===== src/logic/sdt_pkg.sv =====
// shared constants for the serial byte engine: register map, field layout, timing
package sdt_pkg;

  // bus and counter widths
  localparam int ADDR_W = 8;
  localparam int DATA_W = 8;
  localparam int CNT_W  = 12;

  // register offsets
  localparam logic [7:0] OFS_CONTROL  = 8'hC0;
  localparam logic [7:0] OFS_CONFIG   = 8'hC1;
  localparam logic [7:0] OFS_DATA     = 8'hC2;
  localparam logic [7:0] OFS_OWN_ADDR = 8'hC3;

  // control register bit positions
  localparam int CTL_MASTER  = 7;
  localparam int CTL_TXMODE  = 6;
  localparam int CTL_STA     = 5;
  localparam int CTL_STO     = 4;
  localparam int CTL_ACK_REQUEST_FLAG   = 3;
  localparam int CTL_ARBLOST = 2;
  localparam int CTL_ACK     = 1;
  localparam int CTL_SI      = 0;

  // config register bit positions
  localparam int CFG_INHIBIT = 0;

  // reset values
  localparam logic [7:0] RST_CONTROL  = 8'h00;
  localparam logic [7:0] RST_CONFIG   = 8'h00;
  localparam logic [7:0] RST_DATA     = 8'h00;
  localparam logic [6:0] RST_OWN_ADDR = 7'h00;

  // bit positions inside a byte frame
  localparam logic [3:0] BIT_LAST = 4'h7;
  localparam logic [3:0] BIT_ACK  = 4'h8;

  // timing: serial clock half period, least time, so rounded up
  localparam int CLK_NS       = 4;
  localparam int SCL_HALF_NS  = 1250;
  localparam int SCL_HALF_CYC = (SCL_HALF_NS + CLK_NS - 1) / CLK_NS;

  // master clock engine states
  typedef enum logic [2:0] {
    M_IDLE  = 3'b000,
    M_START = 3'b001,
    M_LOW   = 3'b010,
    M_HIGH  = 3'b011,
    M_STOP1 = 3'b100,
    M_STOP2 = 3'b101
  } sdt_mstate_t;

endpackage


===== src/logic/sdt_core.sv =====
// serial two-wire byte engine: data register, four transfer modes, pin drive
// Functional notes
// [RQ1] data byte free and stable while flag set
// [RQ2] software avoids data byte while flag clear
// [RQ3] outgoing bytes leave most significant bit first
// [RQ4] first received bit lands in MSB
// [RQ5] bus data shifted in while shifting out
// [RQ6] lost arbitration drops to slave receiver
// [RQ7] master from START until STOP or loss
// [RQ8] byte event before ack receiving, after transmitting
// [RQ9] master write: START, address, data bytes
// [RQ10] master ends only by stop request
// [RQ11] no data write: master transmitter becomes receiver
// [RQ12] master read: address then clocked receive
// [RQ13] received byte sets ack request and event
// [RQ14] ack level bit chooses ACK or NACK
// [RQ15] software NACKs last byte then stops
// [RQ16] data write: master receiver becomes transmitter
// [RQ17] uninhibited address match enters slave receiver
// [RQ18] NACKed address blocks slave until START
// [RQ19] slave receiver ends on STOP, write→transmitter
// [RQ20] slave transmitter reloads per ACK, ends STOP
// [RQ21] software avoids data write after master NACK
// [RQ22] no data write: slave transmitter becomes receiver
// [RQ23] flag set stalls bus, SCL held low
// [RQ24] flag set by hardware, cleared by software
//
// Our own choice: the strobed register port.
`timescale 1ns/1ns
module sdt_core
  import sdt_pkg::*;
#(
  parameter int HALF_CYC = SCL_HALF_CYC
) (
  // clock and reset
  input  wire logic              clk_sys,
  input  wire logic              rstn,
  // register port
  input  wire logic [ADDR_W-1:0] reg_addr,
  input  wire logic [DATA_W-1:0] reg_wdata,
  input  wire logic              reg_wr,
  input  wire logic              reg_rd,
  output logic      [DATA_W-1:0] reg_rdata,
  // serial clock pin
  input  wire logic              scl_i,
  output logic                   scl_o,
  output logic                   scl_oe,
  // serial data pin
  input  wire logic              sda_i,
  output logic                   sda_o,
  output logic                   sda_oe
);

  // the half period counter must fit and leave room for setup
  if (HALF_CYC < 4 || HALF_CYC >= (1 << CNT_W)) begin : g_bad_half
    $error("HALF_CYC out of range");
  end

  localparam logic [CNT_W-1:0] HALF_LAST = CNT_W'(HALF_CYC - 1);

  //////////////////////////////////////////////////////////////////////////////
  // pin synchronisers and bus event detection

  logic scl_m, scl_s, scl_d;
  logic sda_m, sda_s, sda_d;

  // three flops per pin; only the second stage and its delayed copy are looked at
  always_ff @(posedge clk_sys) begin
    if (!rstn) begin
      {scl_m, scl_s, scl_d} <= 3'h7;
      {sda_m, sda_s, sda_d} <= 3'h7;
    end else begin
      {scl_m, scl_s, scl_d} <= {scl_i, scl_m, scl_s};
      {sda_m, sda_s, sda_d} <= {sda_i, sda_m, sda_s};
    end
  end

  wire scl_rise  = scl_s & ~scl_d;
  wire scl_fall  = ~scl_s & scl_d;
  wire start_det = sda_d & ~sda_s & scl_s & scl_d;
  wire stop_det  = ~sda_d & sda_s & scl_s & scl_d;

  //////////////////////////////////////////////////////////////////////////////
  // state

  logic [7:0]       shreg;
  logic             master, txmode, sta, stop_request_bit, ackreq, arblost, ack, si;
  logic             inhibit;
  logic [6:0]       own_addr;
  logic [3:0]       bitcnt;
  logic             busy, addr_phase, addressed, addr_ack, nack_block;
  logic             data_written, data_low, m_force, hold_scl;
  sdt_mstate_t      mstate;
  logic [CNT_W-1:0] cnt;

  //////////////////////////////////////////////////////////////////////////////
  // register decode

  wire wr_ctl = reg_wr & (reg_addr == OFS_CONTROL);
  wire wr_cfg = reg_wr & (reg_addr == OFS_CONFIG);
  wire wr_dat = reg_wr & (reg_addr == OFS_DATA);
  wire wr_own = reg_wr & (reg_addr == OFS_OWN_ADDR);

  wire [7:0] ctl_view = {master, txmode, sta, stop_request_bit, ackreq, arblost, ack, si};
  wire [7:0] rd_mux   = (reg_addr == OFS_CONTROL)  ? ctl_view :
                        (reg_addr == OFS_CONFIG)   ? {7'h00, inhibit} :
                        (reg_addr == OFS_DATA)     ? shreg :
                        (reg_addr == OFS_OWN_ADDR) ? {own_addr, 1'b0} : 8'h00;

  //////////////////////////////////////////////////////////////////////////////
  // byte frame events; no rising clock edge is acted on while stalled

  wire part     = master | addressed;
  wire rise_ok  = scl_rise & ~si;
  wire arb_evt  = rise_ok & master & txmode & (bitcnt < BIT_ACK) & ~data_low & ~sda_s;
  wire addr_done = rise_ok & addr_phase & ~master & (bitcnt == BIT_LAST);
  wire addr_hit = addr_done & (shreg[6:0] == own_addr) & ~inhibit & ~nack_block;
  wire rx_byte  = rise_ok & part & ~txmode & (bitcnt == BIT_LAST);
  wire ack_rise = rise_ok & (bitcnt == BIT_ACK);
  wire tx_ack   = ack_rise & part & txmode & ~ackreq;
  wire sl_stop  = stop_det & addressed;
  wire cnt_done = (cnt == HALF_LAST);
  wire start_done = (mstate == M_START) & cnt_done;
  wire stop_done  = (mstate == M_STOP2) & scl_s & cnt_done;

  wire hw_si_set = start_done | arb_evt | tx_ack | rx_byte | addr_hit | sl_stop; // [RQ8] [RQ13]
  wire sw_si_clr = wr_ctl & ~reg_wdata[CTL_SI];
  wire si_clr    = sw_si_clr & si & ~hw_si_set;

  //////////////////////////////////////////////////////////////////////////////
  // next values of the control flags

  logic next_si, next_master, next_txmode, next_ack, next_sto;
  logic [7:0] next_shreg;

  always_comb begin
    // set by hardware beats a software clear in the same cycle
    next_si = hw_si_set | (si & ~sw_si_clr);                    // [RQ24]
    next_master = master;
    if (start_done) next_master = 1'b1;                         // [RQ7]
    else if (arb_evt | stop_done) next_master = 1'b0;           // [RQ7] [RQ6]
    next_txmode = txmode;
    if (start_done) next_txmode = 1'b1;                         // [RQ9]
    else if (arb_evt | stop_done | sl_stop) next_txmode = 1'b0; // [RQ6] [RQ19] [RQ20]
    else if (start_det & ~master) next_txmode = 1'b0;
    // direction for the next frame follows whether software loaded a byte
    else if (si_clr & part) next_txmode = data_written;         // [RQ11] [RQ16] [RQ19] [RQ22]
    next_ack = ack;
    if (tx_ack) next_ack = ~sda_s;
    else if (wr_ctl) next_ack = reg_wdata[CTL_ACK];             // [RQ14]
    next_sto = stop_request_bit;
    if (stop_done) next_sto = 1'b0;                             // [RQ10]
    else if (sl_stop) next_sto = 1'b1;
    else if (wr_ctl) next_sto = reg_wdata[CTL_STO];
    // shift in from the bus, msb first, also while sending
    next_shreg = shreg;
    if (rise_ok & busy & (bitcnt < BIT_ACK)) next_shreg = {shreg[6:0], sda_s}; // [RQ4] [RQ5]
    else if (wr_dat) next_shreg = reg_wdata;                    // [RQ1]
  end

  //////////////////////////////////////////////////////////////////////////////
  // data line drive, set low only while the clock line is low

  logic next_data_low;

  always_comb begin
    next_data_low = data_low;
    if (arb_evt | stop_done | stop_det) begin
      next_data_low = 1'b0;                                     // [RQ6]
    end else if (scl_fall | si_clr) begin
      if (next_si) next_data_low = 1'b0;
      else if (bitcnt < BIT_ACK) next_data_low = part & next_txmode & ~next_shreg[7]; // [RQ3]
      else next_data_low = part & ackreq & next_ack;            // [RQ14]
    end
  end

  //////////////////////////////////////////////////////////////////////////////
  // master clock engine

  sdt_mstate_t next_mstate;
  logic [CNT_W-1:0] next_cnt;

  always_comb begin
    next_mstate = mstate;
    next_cnt = cnt + CNT_W'(1);
    unique case (mstate)
      M_IDLE: begin
        next_cnt = '0;
        if (sta & ~busy & ~master & ~si) next_mstate = M_START;
      end
      M_START: begin
        if (cnt_done) begin
          next_mstate = M_LOW;
          next_cnt = '0;
        end
      end
      M_LOW: begin
        // a stall restarts the low time so data gets a full setup
        if (~master) next_mstate = M_IDLE;
        else if (si) next_cnt = '0;                             // [RQ23]
        else if (cnt_done) begin
          next_mstate = ((bitcnt == 4'h0) & stop_request_bit) ? M_STOP1 : M_HIGH; // [RQ10]
          next_cnt = '0;
        end
      end
      M_HIGH: begin
        // counting waits for the line to rise, so stretched clocks are obeyed
        if (~master) next_mstate = M_IDLE;
        else if (~scl_s) next_cnt = '0;
        else if (cnt_done) begin
          next_mstate = M_LOW;
          next_cnt = '0;
        end
      end
      M_STOP1: begin
        if (cnt_done) begin
          next_mstate = M_STOP2;
          next_cnt = '0;
        end
      end
      M_STOP2: begin
        if (~scl_s) next_cnt = '0;
        else if (cnt_done) next_mstate = M_IDLE;
      end
      default: begin
        next_mstate = M_IDLE;
        next_cnt = '0;
      end
    endcase
  end

  wire next_m_low  = (next_mstate == M_LOW) | (next_mstate == M_STOP1);
  wire next_force  = (next_mstate == M_START) | (next_mstate == M_STOP1) | (next_mstate == M_STOP2) |
                     (m_force & ~scl_fall & (next_mstate == M_LOW));
  wire next_hold   = (next_si | si) & (hold_scl | scl_fall); // one cycle past the clear: new bit gets setup

  //////////////////////////////////////////////////////////////////////////////
  // register updates

  // software visible flags and data
  always_ff @(posedge clk_sys) begin
    if (!rstn) begin
      {master, txmode, sta, stop_request_bit, ackreq, arblost, ack, si} <= RST_CONTROL;
      shreg <= RST_DATA;
    end else begin
      si      <= next_si;                                       // [RQ23]
      master  <= next_master;
      txmode  <= next_txmode;
      ack     <= next_ack;
      stop_request_bit     <= next_sto;
      shreg   <= next_shreg;
      sta     <= start_done ? 1'b0 : (wr_ctl ? reg_wdata[CTL_STA] : sta);
      ackreq  <= (rx_byte | addr_hit) | (ackreq & ~ack_rise); // [RQ13] [RQ17]
      arblost <= arb_evt | (arblost & ~si_clr);
    end
  end

  // configuration
  always_ff @(posedge clk_sys) begin
    if (!rstn) begin
      inhibit  <= RST_CONFIG[CFG_INHIBIT];
      own_addr <= RST_OWN_ADDR;
    end else begin
      if (wr_cfg) inhibit <= reg_wdata[CFG_INHIBIT];
      if (wr_own) own_addr <= reg_wdata[7:1];
    end
  end

  // frame tracking
  always_ff @(posedge clk_sys) begin
    if (!rstn) begin
      {busy, addr_phase, addressed, addr_ack, nack_block, data_written} <= 6'h00;
      bitcnt <= 4'h0;
    end else begin
      bitcnt     <= start_det ? 4'h0 : (rise_ok ? ((bitcnt == BIT_ACK) ? 4'h0 : bitcnt + 4'h1) : bitcnt);
      busy       <= start_det | (busy & ~stop_det);
      addr_phase <= start_det | (addr_phase & ~addr_done & ~stop_det);
      addressed  <= ~start_det & ~stop_det & (addr_hit | (addressed & ~(ack_rise & addr_ack & ~ack)));
      addr_ack   <= addr_hit | (addr_ack & ~ack_rise);
      nack_block <= ~start_det & (nack_block | (ack_rise & addr_ack & ~ack)); // [RQ18]
      data_written <= wr_dat | (data_written & ~si_clr);
    end
  end

  // master engine and pin drive
  always_ff @(posedge clk_sys) begin
    if (!rstn) begin
      mstate   <= M_IDLE;
      cnt      <= '0;
      {data_low, m_force, hold_scl} <= 3'h0;
      {scl_oe, sda_oe, scl_o, sda_o} <= 4'h0;
    end else begin
      mstate   <= next_mstate;
      cnt      <= next_cnt;
      data_low <= next_data_low;
      m_force  <= next_force;
      hold_scl <= next_hold;
      scl_oe   <= next_hold | next_m_low;                       // [RQ12] [RQ23]
      sda_oe   <= next_force | next_data_low;
    end
  end

  // read data stands only in the cycle after the strobe
  always_ff @(posedge clk_sys) begin
    if (!rstn) reg_rdata <= 8'h00;
    else reg_rdata <= reg_rd ? rd_mux : 8'h00;
  end
endmodule


===== config.mk =====
export PLATFORM = sky130hd
export DESIGN_NAME = sdt_core
export DESIGN_NICKNAME = d
export VERILOG_FILES = /design/src/logic/sdt_pkg.sv /design/src/logic/sdt_core.sv
export SDC_FILE = /design/constraint.sdc
export NUM_CORES = 1
export LEC_CHECK = 0
export BUFFER_PORTS_ARGS = -buffer_cell sky130_fd_sc_hd__buf_2
export CAP_MARGIN = 15
export CORE_ASPECT_RATIO = 0.75
export CORE_MARGIN = 1.5
export CORE_UTILIZATION = 50
export CTS_BUF_LIST = sky130_fd_sc_hd__clkbuf_4
export CTS_CLUSTER_SIZE = 10
export DETAILED_ROUTE_END_ITERATION = 6
export GPL_ROUTABILITY_DRIVEN = 0
export PLACE_DENSITY = 0.69
export SYNTH_ARGS = -nofsm -noshare
export SYNTH_HDL_FRONTEND = slang
export SYNTH_SLANG_ARGS = --single-unit

===== constraint.sdc =====
create_clock -name clk_sys -period 2.2 [get_ports clk_sys]
set_input_delay 0.11 -clock clk_sys [delete_from_list [all_inputs] [get_ports clk_sys]]
set_output_delay 0.11 -clock clk_sys [all_outputs]
set_load 0.01 [all_outputs]

-- After elaboration in Yosys (flattened, before gate mapping)
Cells that the tools add are included.
- mux-type cells: 40
- magnitude comparators: 1
- $add $sub $neg: 2
- bitwise logic cells: 120
- reductions and logical operators: 10
- equality and inequality tests: 17
- operators with widths (operator ; number):
    two-way mux 12 bit ; 6
    AND 1 bit ; 67
    two-way mux 8 bit ; 6
    one-hot mux 12 bit (4 select lines) ; 1
    two-way mux 3 bit ; 11
    == test 8 bit (second input constant) ; 4
    OR 1 bit ; 28
    inverter 1 bit ; 25
    one-hot mux 3 bit (6 select lines) ; 1
    two-way mux 1 bit ; 14
    adder 12 x 1 -> 12 bit (second input constant) ; 1
    == test 12 x 9 -> 1 bit (second input constant) ; 1
    == test 3 bit (second input constant) ; 4
    == test 3 x 2 -> 1 bit (second input constant) ; 3
    OR reduction 2 bit ; 4
    == test 7 bit ; 1
    == test 3 x 1 -> 1 bit (second input constant) ; 2
    nonzero test 2 bit ; 3
    adder 4 x 1 -> 4 bit (second input constant) ; 1
    == test 4 x 3 -> 1 bit (second input constant) ; 1
    == test 4 bit (second input constant) ; 1
    zero test 4 bit ; 1
    less-than comparator 4 bit (second input constant) ; 1
    two-way mux 4 bit ; 1
    other kinds (2) ; 2
- register bits: 68
- output and inout bits: 12
- input bits: 22

-- Longest topological paths before layout
- depth in word-level cells: 27
- mapped depth: 11
- gate-level depth less buffers: 9

-- Worst setup path before layout
OpenSTA, ideal clock, no wires.
- path type: register to register
- start point: register bitcnt[0]
- end point: register sda_oe
- cell stages (with the launch flop): 11
- setup time: 0.114 ns
- setup slack: 0.016 ns
- arrival time: 2.070 ns
- buffers on the path: 1
- cell sequence: dfxtp_1 > inv_1 > ha_1 > nor2b_1 > and3_1 > clkbuf_1 > nand2_1 > nand4_1 > or4_1 > a22o_1 > a21o_1
- cells in the longest elaborated chain, start to end: 23
- RTL lines (element ; line ; source):
    start: declaration ; sdt_core.sv:90 ; logic [3:0] bitcnt;
    start signal: assignment ; sdt_core.sv:275 ; bitcnt <= start_det ? 4'h0 : (rise_ok ? ((bitcnt == BIT_ACK) ? 4'h0 : bitcnt + 4'h1) : bitcnt);
    less-than comparator 4 bit / == test 4 bit (equally long branches) ; n/a ;
    AND 1 bit, on equally long branches ; sdt_core.sv:115, sdt_core.sv:119 ;
    AND 1 bit, on equally long branches (2 in a row) ; sdt_core.sv:115, sdt_core.sv:120 ;
    OR 1 bit / AND 1 bit (equally long branches) ; sdt_core.sv:126, sdt_core.sv:120 ;
    OR 1 bit (4 in a row) ; sdt_core.sv:126 ; wire hw_si_set = start_done | arb_evt | tx_ack | rx_byte | addr_hit | sl_stop;
    inverter 1 bit ; sdt_core.sv:128 ; wire si_clr = sw_si_clr & si & ~hw_si_set;
    AND 1 bit ; sdt_core.sv:128 ;
    AND 1 bit ; sdt_core.sv:147 ; else if (si_clr & part) next_txmode = data_written;
    (+2 left out) ; n/a ;
    two-way mux 1 bit ; sdt_core.sv:144 ; else if (arb_evt | stop_done | sl_stop) next_txmode = 1'b0;
    two-way mux 1 bit ; sdt_core.sv:143 ; if (start_done) next_txmode = 1'b1;
    AND 1 bit (2 in a row) ; sdt_core.sv:172 ; else if (bitcnt < BIT_ACK) next_data_low = part & next_txmode & ~next_shreg[7];
    two-way mux 1 bit ; sdt_core.sv:172 ;
    two-way mux 1 bit ; sdt_core.sv:171 ; if (next_si) next_data_low = 1'b0;
    two-way mux 1 bit ; sdt_core.sv:170 ; end else if (scl_fall | si_clr) begin
    two-way mux 1 bit ; sdt_core.sv:168 ; if (arb_evt | stop_done | stop_det) begin
    OR 1 bit (*) ; sdt_core.sv:299 ; sda_oe <= next_force | next_data_low;
    end signal: assignment ; sdt_core.sv:299 ;
    end: declaration ; sdt_core.sv:51 ; output logic sda_oe
Every way passes the cells marked *; elsewhere a longest branch is shown, timed or not.
A chain may end at the register's enable or synchronous reset.

-- Worst setup path in the final report
- start point: register cnt[5]
- end point: register sda_oe
- cells in the longest elaborated chain, start to end: 21
- RTL lines (element ; line ; source):
    start: declaration ; sdt_core.sv:94 ; logic [CNT_W-1:0] cnt;
    start signal: assignment ; sdt_core.sv:294 ; cnt <= next_cnt;
    == test 12 x 9 -> 1 bit (*) ; sdt_core.sv:122 ; wire cnt_done = (cnt == HALF_LAST);
    AND 1 bit ; sdt_core.sv:123 ; wire start_done = (mstate == M_START) & cnt_done;
    OR 1 bit (5 in a row) ; sdt_core.sv:126 ;
    inverter 1 bit ; sdt_core.sv:128 ;
    AND 1 bit ; sdt_core.sv:128 ;
    AND 1 bit ; sdt_core.sv:147 ;
    two-way mux 1 bit ; sdt_core.sv:147 ;
    two-way mux 1 bit ; sdt_core.sv:145 ; else if (start_det & ~master) next_txmode = 1'b0;
    two-way mux 1 bit ; sdt_core.sv:144 ;
    two-way mux 1 bit ; sdt_core.sv:143 ;
    AND 1 bit (2 in a row) ; sdt_core.sv:172 ;
    two-way mux 1 bit ; sdt_core.sv:172 ;
    two-way mux 1 bit ; sdt_core.sv:171 ;
    two-way mux 1 bit ; sdt_core.sv:170 ;
    two-way mux 1 bit ; sdt_core.sv:168 ;
    OR 1 bit (*) ; sdt_core.sv:299 ;
Marked as above.

==> flow_summary.json <==
{
  "status": "complete, but fails checks",
  "violations": "DRC, setup timing",
  "yosysUniqueCellTypes": 68,
  "period_minus_slack_ns": 2.25,
  "initial_utilization": 0.512,
  "crit_arrival_ns": 2.57,
  "numCtsBuffers": 9,
  "hold_viol_final": 0,
  "fp.dieW_um": 98.9,
  "slowest_stage": "or4bb_4",
  "start_kind": "flip-flop",
  "final-instance-count-excl-fill": 549,
  "power.density_nw_per_um2": 569,
  "hp-start": "rstn",
  "tritoncts": "built",
  "cts.clk_slew.worst_paths_ns": 0.11,
  "postRouteAntennaNets": 0,
  "whs_path_depth": 2,
  "ff2ff_setup_slack_ns": -0.05,
  "final_nets": 487,
  "synth_top_cell_by_area": "dfxtp_1",
  "root_buffer": "clkbuf_4",
  "postRouteWirelength_um": 8660,
  "cp_max_fo": 3,
  "wl_per_cell_um": 15.8,
  "hpwl_um": 6130,
  "slew_headroom": 0.336,
  "synthTopCellsByArea": "dfxtp_1 39%, nor2_1 7.8%, mux2i_1 4.6%",
  "fp.dieH_um": 74.9,
  "insertion_delay_ns": 0.42,
  "dp.cells": 520,
  "grt_setup_unrepaired": "yes",
  "netlist.area_leader.share": 0.394,
  "std_cell_rows": 26,
  "drt-initial-drc-count": 309,
  "max_freq_mhz": 444,
  "synth_seq_cells": 68,
  "drive_above_1_share": 0.258,
  "place.port_buffers": 31,
  "fin_area_um2": 4190,
  "reg2reg_from": "cnt[5]",
  "fillers": 589,
  "grt_pass1_vias": 2736,
  "yosysSeqAreaShare": 0.394,
  "area_growth_pct": 21.5,
  "post-route-period-util": 1.02,
  "drtPass1Iterations": 7,
  "cts.path.max_buffers": 2,
  "syn-cell-area_um2": 3450,
  "dr_total_vias": 3141,
  "worst_pin_slew_ns": 0.996,
  "yosysWarnings": 0,
  "drc": 2,
  "cts_max_level": 3,
  "num_io_pins": 34,
  "hold_path.class": "in2reg",
  "synth_edf_count": 0,
  "max_stage_delay_ns": 0.56,
  "post-place-ws_ns": -0.00760,
  "postPlaceCellArea_um2": 3840,
  "fp.coreArea_um2": 6730,
  "avgSynthCellArea_um2": 8.71,
  "path_class": "reg2reg",
  "reg2reg_to": "sda_oe",
  "grt_pass1_wl_um": 13500,
  "ys.flop_type": "dfxtp_1",
  "grtUsageTotal": 0.238,
  "setup_tns_ns": -0.0505,
  "max_cap_violations": 0,
  "setup_viol": 1,
  "skew_ns": 0.00816,
  "antenna_found_initial": 0,
  "dieArea_um2": 7410,
  "whs_endpoint": "sda_m",
  "cp_cell_sequence": "or4bb_4 -> nor4_4 -> a2111oi_4 -> mux2i_1 -> o31ai_1 -> a22o_1 -> a21o_1",
  "syn_inst": 396,
  "cts.sink_count": 68,
  "grt_max_degree": 31,
  "slew_viol_final": 0,
  "peakVddDrop_mv": 0.389,
  "overflow": 0,
  "leakagePower_nw": 1.77,
  "worst_slack_ns": -0.0505,
  "critPathCaptureType": "flip-flop",
  "async_flop_share": 0,
  "reg2reg_depth": 7,
  "crit_required_ns": 2.52,
  "via_per_inst": 5.72,
  "antenna_cells": 0
}
## cells in the mapped netlist (3+ instances only)
| master | count |
|---|---|
| nand3b_1 | 4 |
| nor3_1 | 8 |
| nor2b_1 | 3 |
| a311oi_1 | 6 |
| dfxtp_1 | 68 |
| and2_1 | 4 |
| nand2_1 | 22 |
| or2_2 | 3 |
| nand3_1 | 19 |
| inv_1 | 12 |
| a22oi_1 | 7 |
| xor2_1 | 15 |
| nand4_1 | 6 |
| clkbuf_1 | 12 |
| buf_2 | 3 |
| and3_1 | 6 |
| mux2i_1 | 16 |
| ha_1 | 4 |
| a21oi_1 | 11 |
| buf_4 | 4 |
| nand2b_1 | 13 |
| a211oi_1 | 3 |
| xnor2_1 | 6 |
| nand4b_1 | 3 |
| mux2_2 | 7 |
| o21ai_0 | 8 |
| nor2_1 | 72 |
| nor3b_1 | 3 |
## cells by family (layout without fill, tap and decap cells)
kind of cell	count (synthesis)	count (layout)	share of synthesized area
buf+inv	34	102	0.0457
mux	23	23	0.0693
xor+xnor	21	21	0.0533
fa+ha+maj	4	4	0.0145
other cells	1	2	0.00109
compound gates	55	55	0.116
flops	68	68	0.394
simple gates	190	190	0.305
## state kept, by name, summed over array words and instances (netlist names), 3 cells and up
register	cells
reg_rdata	8
own_addr	7
mstate	3
cnt	12
shreg	8
bitcnt	4
## worst max path at each step
stage               startpoint  cells after the start     end
floorplan            bitcnt[0]                     10  sda_oe
global placement        cnt[6]                      7  sda_oe
detailed placement      cnt[6]                      7  sda_oe
CTS                     cnt[4]                      7  sda_oe
global route            cnt[5]                      7  sda_oe
finish                  cnt[5]                      7  sda_oe
## final cells by class
| cell class | count | area (µm²) | share of cell area |
|---|---|---|---|
| Inverter | 12 | 45.0 | 0.0107 |
| Tap cell | 84 | 105 | 0.0251 |
| Multi-Input combinational cell | 295 | 1970 | 0.469 |
| Timing Repair Buffer | 75 | 524 | 0.125 |
| Clock buffer | 9 | 67.6 | 0.0161 |
| Clock inverter | 6 | 114 | 0.0271 |
| Sequential cell | 68 | 1370 | 0.327 |
## critical path: cells and delay by family, from the launching register on
kind	cells	cell delay, ns
flops	1	0.37
compound gates	4	0.57
simple gates	2	0.97
mux	1	0.26
## through the flow
stage / total power [W] / util / hold WS [ns]
floorplan: 0.00133 / - / 0.211
CTS: 0.00240 / 0.613 / 0.0212
global placement: 0.00138 / 0.570 / 0.296
global route: 0.00246 / 0.623 / 0.0345
finish: 0.00239 / 0.623 / 0.0487
detailed placement: 0.00138 / 0.570 / 0.295
## layout by cell type (no fill, tap or decap), types with 6 or more instances in the layout
master,instances
dlygate4sd3_1,9
o21ai_0,6
mux2i_1,16
a21oi_1,11
inv_1,12
xnor2_1,6
nor3_1,8
buf_2,31
dfxtp_1,63
mux2_2,7
buf_4,33
clkbuf_4,9
nand2_1,21
a311oi_1,6
a22oi_1,7
nand3_1,19
nand4_1,6
nand2b_1,13
nor2_1,72
xor2_1,15
## per-layer routing
| layer | track usage | part of all wire |
|---|---|---|
| met1 | 0.332 | 0.46 |
| met2 | 0.366 | 0.44 |
| met3 | 0.0474 | 0.077 |
| met4 | 0.0921 | 0.022 |
| met5 | 0 | 0 |
## power by group
part | switching (W) | total [W] | internal [W]
Combinational | 0.0000663 | 0.000119 | 0.0000527
Clock | 0.000451 | 0.00102 | 0.000570
Sequential | 0.00000708 | 0.00125 | 0.00124
Total | 0.000524 | 0.00239 | 0.00186
## repair_timing
item	in CTS	in global routing
setup buffers	1	3
hold endpoints to repair	15	0
resized for setup	3	15
endpoints found under the setup margin	2	19
hold buffers	9	0
cloned	0	1
pin swaps	2	14
(Power assumes the default switching activity.)
